### src/shared/interval_timer_pkg.sv
/*
  constants and types shared by the low-frequency interval timer design.
  assumes an apb slave with 32-bit data and one aligned word per register.
*/
package interval_timer_pkg;
  // register indices; the printed offsets are not word aligned, so each is a word index
  localparam logic [11:0] IDX_CLOCK_GATE = 12'hf76; // peripheral_clock_gate_two
  localparam logic [11:0] IDX_CONTROL = 12'hfc8; // interval_timer_control
  localparam logic [11:0] IDX_IRQ_STATUS = 12'hfc9; // sticky event bits
  localparam logic [11:0] IDX_IRQ_MASK = 12'hfca; // event enables
  // byte addresses on the apb window: four times the index
  localparam int ADDR_W = 14;
  localparam logic [13:0] OFF_CLOCK_GATE = {IDX_CLOCK_GATE, 2'h0};
  localparam logic [13:0] OFF_CONTROL = {IDX_CONTROL, 2'h0};
  localparam logic [13:0] OFF_IRQ_STATUS = {IDX_IRQ_STATUS, 2'h0};
  localparam logic [13:0] OFF_IRQ_MASK = {IDX_IRQ_MASK, 2'h0};
  // field positions
  localparam int GATE_BIT = 5; // interval_clock_gate
  localparam int SERIAL0_BIT = 0; // serial0_clock_gate, plain storage
  localparam int RUN_BIT = 0; // interval_run
  localparam int SEL_LSB = 1; // interval_select, three bits
  // reset values
  localparam logic [7:0] GATE_RESET = 8'h00;
  localparam logic [7:0] CONTROL_RESET = 8'h00;
  localparam logic [0:0] IRQ_RESET = 1'h0;
  // counter width: longest interval is 2^15 slow clocks
  localparam int CNT_W = 15;
  // clock rate of the bus clock
  localparam int REF_CLK_HZ = 20000000;

  // one apb request as seen by the slave
  typedef struct packed {
    logic sel;
    logic enable;
    logic write;
    logic [13:0] addr;
    logic [31:0] wdata;
  } apb_req_t;

  // the timer's software-visible control state
  typedef struct packed {
    logic [2:0] sel;
    logic run;
  } ctrl_t;
endpackage : interval_timer_pkg

### src/hw/low_freq_interval_timer.sv
/*
  low-frequency interval timer: apb registers, counter, sticky interrupt.
  assumes the slow clock and mode signals are asynchronous pins.
*/
// What this block does
// - select code picks 2^15 down to 2^8
// - run bit starts counter on slow clock
// - interval reached raises irq, keeps counting
// - clearing run zeroes and stops counter
// - select writes ignored while running
// - start write may load select; stop keeps
// - oscillator off or stop/sleep0 clears run
// - clock gate zero makes block unusable
// - reset clears run, select and gate
// - operates only while slow clock runs
`timescale 1ns/1ps
module low_freq_interval_timer (
  input wire logic I_REF_CLK,
  input wire logic I_NRST,
  input wire logic I_PSEL,
  input wire logic I_PENABLE,
  input wire logic I_PWRITE,
  input wire logic [13:0] I_PADDR,
  input wire logic [31:0] I_PWDATA,
  output logic [31:0] O_PRDATA,
  output logic O_PREADY,
  output logic O_PSLVERR,
  input wire logic I_LOW_FREQ_CLOCK,
  input wire logic I_SLOW_OSC_ENABLE,
  input wire logic I_STOP_MODE,
  input wire logic I_SLEEP0_MODE,
  output logic O_INTERVAL_IRQ
);
  interval_timer_pkg::apb_req_t req; // bundled bus inputs
  interval_timer_pkg::ctrl_t ctrl_q, ctrl_d; // run and select
  logic [7:0] gate_q, gate_d; // clock gate register
  logic [interval_timer_pkg::CNT_W-1:0] cnt_q, cnt_d; // binary counter
  logic stat_q, stat_d; // sticky interval event
  logic mask_q, mask_d; // interrupt enable
  logic [31:0] rdata_q, rdata_d;
  logic ready_q, ready_d;
  logic err_q, err_d;
  logic irq_q, irq_d;
  logic [2:0] osc_s, stop_s, sleep_s; // two-flop synchronisers plus held stage
  logic slow_rise; // one-cycle enable per slow clock rising edge
  logic access; // apb access phase
  logic wr, rd;
  logic mapped;
  logic hit; // interval reached this slow tick
  logic force_off; // power-down condition
  logic gate_on;
  logic [interval_timer_pkg::CNT_W-1:0] limit; // last count of the period

  assign req = '{sel: I_PSEL, enable: I_PENABLE, write: I_PWRITE, addr: I_PADDR, wdata: I_PWDATA};

  // slow clock becomes an enable pulse in the reference domain
  slow_clock_sync u_sync (
    .i_clk(I_REF_CLK),
    .i_nrst(I_NRST),
    .i_async(I_LOW_FREQ_CLOCK),
    .o_rise(slow_rise)
  );

  // mode pins pass three flops before use; stage 2 is the usable copy
  always_ff @(posedge I_REF_CLK) begin
    if (!I_NRST) begin
      osc_s <= 3'h0;
      stop_s <= 3'h0;
      sleep_s <= 3'h0;
    end else begin
      osc_s <= {osc_s[1:0], I_SLOW_OSC_ENABLE};
      stop_s <= {stop_s[1:0], I_STOP_MODE};
      sleep_s <= {sleep_s[1:0], I_SLEEP0_MODE};
    end
  end

  // decode; one wait state, pready rises on the second access cycle
  // writes land only at the edge where the master sees pready high
  always_comb begin
    access = req.sel & req.enable & ~ready_q;
    mapped = (req.addr == interval_timer_pkg::OFF_CLOCK_GATE) || (req.addr == interval_timer_pkg::OFF_CONTROL) ||
             (req.addr == interval_timer_pkg::OFF_IRQ_STATUS) || (req.addr == interval_timer_pkg::OFF_IRQ_MASK);
    wr = req.sel & req.enable & ready_q & req.write & mapped;
    rd = access & ~req.write;
    gate_on = gate_q[interval_timer_pkg::GATE_BIT];
    // oscillator stopped, stop mode or sleep0 mode
    force_off = ~osc_s[2] | stop_s[2] | sleep_s[2];
  end

  // interval limit from the select code
  always_comb begin
    limit = '0;
    case (ctrl_q.sel)
      3'h0: limit = 15'h7fff;
      3'h1: limit = 15'h3fff;
      3'h2: limit = 15'h1fff;
      3'h3: limit = 15'h0fff;
      3'h4: limit = 15'h07ff;
      3'h5: limit = 15'h03ff;
      3'h6: limit = 15'h01ff;
      3'h7: limit = 15'h00ff;
      default: limit = 15'h7fff;
    endcase
    hit = ctrl_q.run & gate_on & slow_rise & (cnt_q == limit);
  end

  // control state next values
  always_comb begin
    ctrl_d = ctrl_q;
    gate_d = gate_q;
    mask_d = mask_q;
    if (wr && req.addr == interval_timer_pkg::OFF_CLOCK_GATE) begin
      gate_d = req.wdata[7:0];
    end
    if (wr && req.addr == interval_timer_pkg::OFF_CONTROL && gate_on) begin
      if (!ctrl_q.run && req.wdata[interval_timer_pkg::RUN_BIT]) begin
        ctrl_d.sel = req.wdata[interval_timer_pkg::SEL_LSB +: 3];
      end
      // while running or when stopping, select keeps its value
      ctrl_d.run = req.wdata[interval_timer_pkg::RUN_BIT];
    end
    if (wr && req.addr == interval_timer_pkg::OFF_IRQ_MASK) begin
      mask_d = req.wdata[0];
    end
    if (force_off) begin
      ctrl_d.run = 1'h0;
    end
  end

  // counter and sticky status
  always_comb begin
    cnt_d = cnt_q;
    if (!ctrl_q.run || !gate_on) begin
      cnt_d = '0;
    end else if (slow_rise) begin
      cnt_d = (cnt_q == limit) ? '0 : cnt_q + 1'b1;
    end
    stat_d = stat_q;
    if (wr && req.addr == interval_timer_pkg::OFF_IRQ_STATUS && req.wdata[0]) begin
      stat_d = 1'h0;
    end
    if (hit) begin
      stat_d = 1'h1;
    end
    irq_d = stat_d & mask_d;
  end

  // read data and bus answer
  always_comb begin
    rdata_d = 32'h0;
    ready_d = access;
    err_d = access & ~mapped;
    if (rd) begin
      case (req.addr)
        interval_timer_pkg::OFF_CLOCK_GATE: rdata_d = {24'h0, gate_q};
        interval_timer_pkg::OFF_CONTROL: rdata_d = {28'h0, ctrl_q.sel, ctrl_q.run};
        interval_timer_pkg::OFF_IRQ_STATUS: rdata_d = {31'h0, stat_q};
        interval_timer_pkg::OFF_IRQ_MASK: rdata_d = {31'h0, mask_q};
        default: rdata_d = 32'h0;
      endcase
    end
  end

  // registers
  always_ff @(posedge I_REF_CLK) begin
    if (!I_NRST) begin
      ctrl_q <= interval_timer_pkg::CONTROL_RESET[3:0];
      gate_q <= interval_timer_pkg::GATE_RESET;
      cnt_q <= '0;
      stat_q <= interval_timer_pkg::IRQ_RESET;
      mask_q <= interval_timer_pkg::IRQ_RESET;
      rdata_q <= 32'h0;
      ready_q <= 1'h0;
      err_q <= 1'h0;
      irq_q <= 1'h0;
    end else begin
      ctrl_q <= ctrl_d;
      gate_q <= gate_d;
      cnt_q <= cnt_d;
      stat_q <= stat_d;
      mask_q <= mask_d;
      rdata_q <= rdata_d;
      ready_q <= ready_d;
      err_q <= err_d;
      irq_q <= irq_d;
    end
  end

  assign O_PRDATA = rdata_q;
  assign O_PREADY = ready_q;
  assign O_PSLVERR = err_q;
  assign O_INTERVAL_IRQ = irq_q;

  // checks
  a_stop_clears: assert property (@(posedge I_REF_CLK) disable iff (!I_NRST)
    !ctrl_q.run |=> cnt_q == '0) else $error("counter not zero while stopped");
  a_sel_locked: assert property (@(posedge I_REF_CLK) disable iff (!I_NRST)
    ctrl_q.run |=> ctrl_q.sel == $past(ctrl_q.sel)) else $error("select changed while running");
  a_force_off: assert property (@(posedge I_REF_CLK) disable iff (!I_NRST)
    force_off |=> !ctrl_q.run) else $error("run survived power-down");
  a_hit_sets: assert property (@(posedge I_REF_CLK) disable iff (!I_NRST)
    hit |=> stat_q) else $error("interval event lost");
  a_keeps_count: assert property (@(posedge I_REF_CLK) disable iff (!I_NRST)
    hit && !force_off && !wr |=> ctrl_q.run && cnt_q == '0) else $error("counter stopped at interval");
  a_gate_off: assert property (@(posedge I_REF_CLK) disable iff (!I_NRST)
    !gate_on && !ctrl_q.run |=> !ctrl_q.run) else $error("run set without gate");
  a_upper_zero: assert property (@(posedge I_REF_CLK) disable iff (!I_NRST)
    rd && req.addr == interval_timer_pkg::OFF_CONTROL |=> O_PRDATA[31:4] == 28'h0) else $error("upper bits set");
  a_period_max: assert property (@(posedge I_REF_CLK) disable iff (!I_NRST)
    ctrl_q.sel == 3'h7 |-> cnt_q <= 15'h00ff) else $error("count past interval");
  a_ready_one: assert property (@(posedge I_REF_CLK) disable iff (!I_NRST)
    I_PSEL && I_PENABLE && !ready_q |=> ready_q) else $error("no answer"); 
  c_event: cover property (@(posedge I_REF_CLK) hit);
  c_start: cover property (@(posedge I_REF_CLK) $rose(ctrl_q.run));
  c_forced: cover property (@(posedge I_REF_CLK) ctrl_q.run && force_off);
endmodule : low_freq_interval_timer

### src/hw/slow_clock_sync.sv
/*
  synchroniser and rising-edge detector for the low-frequency clock pin.
  assumes the slow clock is far below the reference clock.
*/
`timescale 1ns/1ps
module slow_clock_sync (
  input wire logic i_clk,
  input wire logic i_nrst,
  input wire logic i_async,
  output logic o_rise
);
  logic meta_q; // first stage, read only by sync_q
  logic sync_q;
  logic last_q;
  logic rise_q;
  logic meta_d;
  logic sync_d;
  logic last_d;
  logic rise_d;

  // next values of the chain
  always_comb begin
    meta_d = i_async;
    sync_d = meta_q;
    last_d = sync_q;
    rise_d = sync_q & ~last_q;
  end

  // registers, synchronous reset
  always_ff @(posedge i_clk) begin
    if (!i_nrst) begin
      meta_q <= 1'h0;
      sync_q <= 1'h0;
      last_q <= 1'h0;
      rise_q <= 1'h0;
    end else begin
      meta_q <= meta_d;
      sync_q <= sync_d;
      last_q <= last_d;
      rise_q <= rise_d;
    end
  end

  assign o_rise = rise_q;
endmodule : slow_clock_sync

### config.mk
export PLATFORM = sky130hd
export DESIGN_NAME = low_freq_interval_timer
export DESIGN_NICKNAME = d
export VERILOG_FILES = /design/src/shared/interval_timer_pkg.sv /design/src/hw/low_freq_interval_timer.sv /design/src/hw/slow_clock_sync.sv
export SDC_FILE = /design/constraint.sdc
export NUM_CORES = 1
export LEC_CHECK = 0
export BUFFER_PORTS_ARGS = -buffer_cell sky130_fd_sc_hd__buf_2
export CAP_MARGIN = 20
export CORE_MARGIN = 5
export CORE_UTILIZATION = 50
export DETAILED_ROUTE_END_ITERATION = 10
export PLACE_DENSITY = 0.79
export SYNTH_ARGS = -nofsm -noshare
export SYNTH_HDL_FRONTEND = slang
export SYNTH_SLANG_ARGS = --single-unit
### constraint.sdc
create_clock -name I_REF_CLK -period 2.2 [get_ports I_REF_CLK]
set_clock_uncertainty 0.15 [all_clocks]
set_input_delay 0.22 -clock I_REF_CLK [delete_from_list [all_inputs] [get_ports I_REF_CLK]]
set_output_delay 0.22 -clock I_REF_CLK [all_outputs]
set_load 0.005 [all_outputs]
==> impl_results.md <==
- Crit Path Class: reg -> reg
- Layout Utilization: 0.613
- CP Capture Type: register
- Cell count after synthesis: 289
- Switching Share: 0.247
- Placed standard-cell area: 0.00294 mm2
- Gr usage total: 0.164
- Worst Hold End: ctrl_q[0]$_SDFFE_PP0P_
- Hold depth: 3
- Psw: 509 uW
- H-tree depth: 3
- Seq pwr share: 0.533
- Final critical-path share of the clock period: 0.877
- Combinational Power Share: 0.051
- Clock-pin slew on the worst setup and hold paths: 70 ps
- Status: complete, no violations
- First-pass GRT wire length: 9360 um
- Fin. max-slew vios: 0
- # rows: 26
- Layout cells sized above 1: 0.232
- Reg2reg setup slack: 270 ps
- Buffer count from post-CTS setup fixing: 0
- P_int: 1.55 mW
- Clk_lat worst skew: 340 ps
- Fillers: 471
- GR Util met3: 0.0671
- Number of diodes: 0
- Final #Nets: 400
- Sequential fraction of the synthesis area: 0.441
- Post-synth top area share: 0.441
- Pwr dens: 646 mW/mm2
- Startpoint Class: register
- Worst EP required: 2320 ps
- Hold Crit Class: in -> reg
- Syn_area_per_cell: 9.43 um2
- Area of the core: 0.00520 mm2
- Gr busiest metal: met2
- # DRC: 0
- 1st-iter DRT viols: 91
- Most used flip-flop cell after synthesis: dfxtp_1
- Clock Sinks: 60
- Family with the most delay on the worst path: simple AND/OR/NAND/NOR gates
- Total Neg Setup Slack: 0 ps
- Total wire length: 5460 um
- Gpl congestion: 0.886
- Vias: 2131
- Max VDD drop: 0.454 mV
- CTS tree: built
- Hold Path Origin: I_PWDATA[0]
- I/O pins: 90
- Initial Util: 0.523
- Netlist cell types: 48
- CTS root buffer: clkbuf_8
- Met1 usage: 0.189
- Largest area contributor in the netlist: dfxtp_1
- Fraction of registers with async set or reset after synthesis: 0
- Vias in the first global route: 2116
- Worst flop-to-flop path endpoint: cnt_q[14]$_SDFFE_PP0P_
- Num CTS Buffers: 9
- Min Tclk post-route: 1930 ps
- DR pass1 iterations: 4
- I/O Buffers: 41
- M2 GR Usage: 0.276
- Crit Path Max Fanout: 5
- Sequential Area: 0.00120 mm2
- Critical-path top delay cell: or4b_4
- Leak: 1.26 nW
- Hold Violations, Final: 0
- CTS Buffer Depth: 2
- Finished Cell Area: 0.00319 mm2
- Max stage delay on crit path: 470 ps
- Crit path DAT: 2050 ps
- Clock Power Share: 0.416
- Initial antenna violation count: 0
- Largest net degree at the start of global routing: 23
- #FFs+latches synth: 60
- Worst r2r src: cnt_q[0]$_SDFFE_PP0P_
- Max-cap violations: 0
- Top cells by area, synth: dfxtp_1 44%, buf_4 7.2%, mux2i_1 5.9%
- Die Height: 83.8 um
- Worst R2R Path Depth: 5
- HPWL Detailed: 3920 um
- Synthesis-to-finish area growth: 17.2%
- Maximum clock rate: 518 MHz
- Avg Vias per Cell: 5.09
- Die area: 0.00702 mm2
- Post-synth EDFFs: 0
- RSZ-0062 raised after global routing: no
- Multi-input logic area: 0.00136 mm2
- Grt ovf: 0
- Wire per inst: 13.0 um
- Post-DRT Antenna Nets: 0
- Critical-path cell list: ha_1 > nand4_1 > nor2_2 > or4b_4 > a211oi_2
- Ys Warns: 0
- Final setup viols: 0
- Synthesized area: 0.00272 mm2
- Die width: 83.8 um
- Critical path buffer and inverter count: 0
-- through the flow --
stage / total power, mW / instances / setup WS (ps) / hold slack (ps)
after floorplan: 1.20 / 312 / 384 / 197
after global placement: 1.21 / 395 / 291 / 222
after detailed placement: 1.22 / 395 / 250 / 235
after CTS: 2.09 / 419 / 258 / 4.39
after global routing: 2.16 / 419 / 135 / 36.8
final: 2.06 / 419 / 271 / 28.6
-- power by group through the flow --
stage / sequential (mW) / combinational, mW / clock [mW]
2_1_floorplan: 1.12 / 0.0767 / 0
6_report: 1.10 / 0.106 / 0.857
3_3_place_gp: 1.12 / 0.0892 / 0
4_1_cts: 1.10 / 0.104 / 0.882
5_1_grt: 1.10 / 0.119 / 0.941
3_5_place_dp: 1.12 / 0.0921 / 0
-- worst max-delay path by stage --
| stage | start | end | slack (ps) | cells after the start |
|---|---|---|---|---|
| floorplan | cnt_q[0]$_SDFFE_PP0P_ | cnt_q[14]$_SDFFE_PP0P_ | 380 | 5 |
| global placement | I_PADDR[4] | limit[11]$_DFF_P_ | 290 | 6 |
| detailed placement | cnt_q[0]$_SDFFE_PP0P_ | cnt_q[14]$_SDFFE_PP0P_ | 250 | 5 |
| CTS | cnt_q[0]$_SDFFE_PP0P_ | cnt_q[14]$_SDFFE_PP0P_ | 260 | 5 |
| global route | cnt_q[0]$_SDFFE_PP0P_ | cnt_q[14]$_SDFFE_PP0P_ | 140 | 5 |
| finish | cnt_q[0]$_SDFFE_PP0P_ | cnt_q[14]$_SDFFE_PP0P_ | 270 | 5 |
-- cells in the mapped netlist, types with 5 or more instances --
cell / instances
nor2_1: 12
clkbuf_1: 7
dfxtp_1: 60
mux2i_1: 16
o21ai_0: 5
nor3_1: 14
and4_1: 5
mux2_2: 5
and3_1: 5
xor2_1: 15
and2_1: 18
nand2_1: 29
nand3_1: 7
buf_4: 26
nand4_1: 10
-- logic make-up after synthesis --
logic type | after synthesis | synth area share
AND/OR/NAND/NOR | 123 | 0.259
flip-flops | 60 | 0.441
buffers and inverters | 41 | 0.0942
AO/OA/AOI/OAI | 23 | 0.0597
multiplexers | 21 | 0.0795
XOR/XNOR | 19 | 0.0611
adder cells (fa/ha/maj) | 1 | 0.00459
other | 1 | 0.00138
-- tightest hold or removal path, stage by stage --
cell and delay, ps:
buf_2 130, nand2_1 60, mux2i_1 50
-- per-layer routing --
layer,vias up,part of all wire
li1,1076,-
met2,60,0.49
met5,-,0
met4,0,0.0097
met3,9,0.065
met1,986,0.43
-- timing repair --
item                      4_1_cts  5_1_grt
resized for setup               0        0
hold buffers                    8        0
hold endpoints to repair        8        0
-- final cells by class --
cell class | count | share of cell area
multi-input combinational | 211 | 0.426
sequential | 60 | 0.376
timing repair buffer | 58 | 0.111
clock buffer | 9 | 0.0388
tap | 70 | 0.0274
clock inverter | 7 | 0.0168
inverter | 4 | 0.00470
-- cells in the final DEF (no fill, tap or decap), types with 2 or more instances in the layout --
cell	count
a21oi_1	3
a22oi_1	4
and2_1	18
and3_1	5
and4_1	5
buf_2	41
buf_4	9
clkbuf_8	9
clkinv_4	3
clkinvlp_4	3
conb_1	24
dfxtp_1	60
dlygate4sd3_1	8
inv_1	4
mux2_2	5
mux2i_1	16
nand2_1	29
nand3_1	7
nand4_1	10
nand4b_1	4
nor2_1	12
nor2b_1	3
nor3_1	14
o21ai_0	5
o31ai_1	2
or3_1	2
xnor2_1	4
xor2_1	15
-- registers in the layout, summed over array words and instances (netlist names), 3 cells and up --
| signal | count |
|---|---|
| O_PRDATA | 8 |
| cnt_q | 15 |
| ctrl_q | 4 |
| gate_q | 8 |
| limit | 7 |
| osc_s | 3 |
| sleep_s | 3 |
| stop_s | 3 |
(Power assumes the default switching activity.)
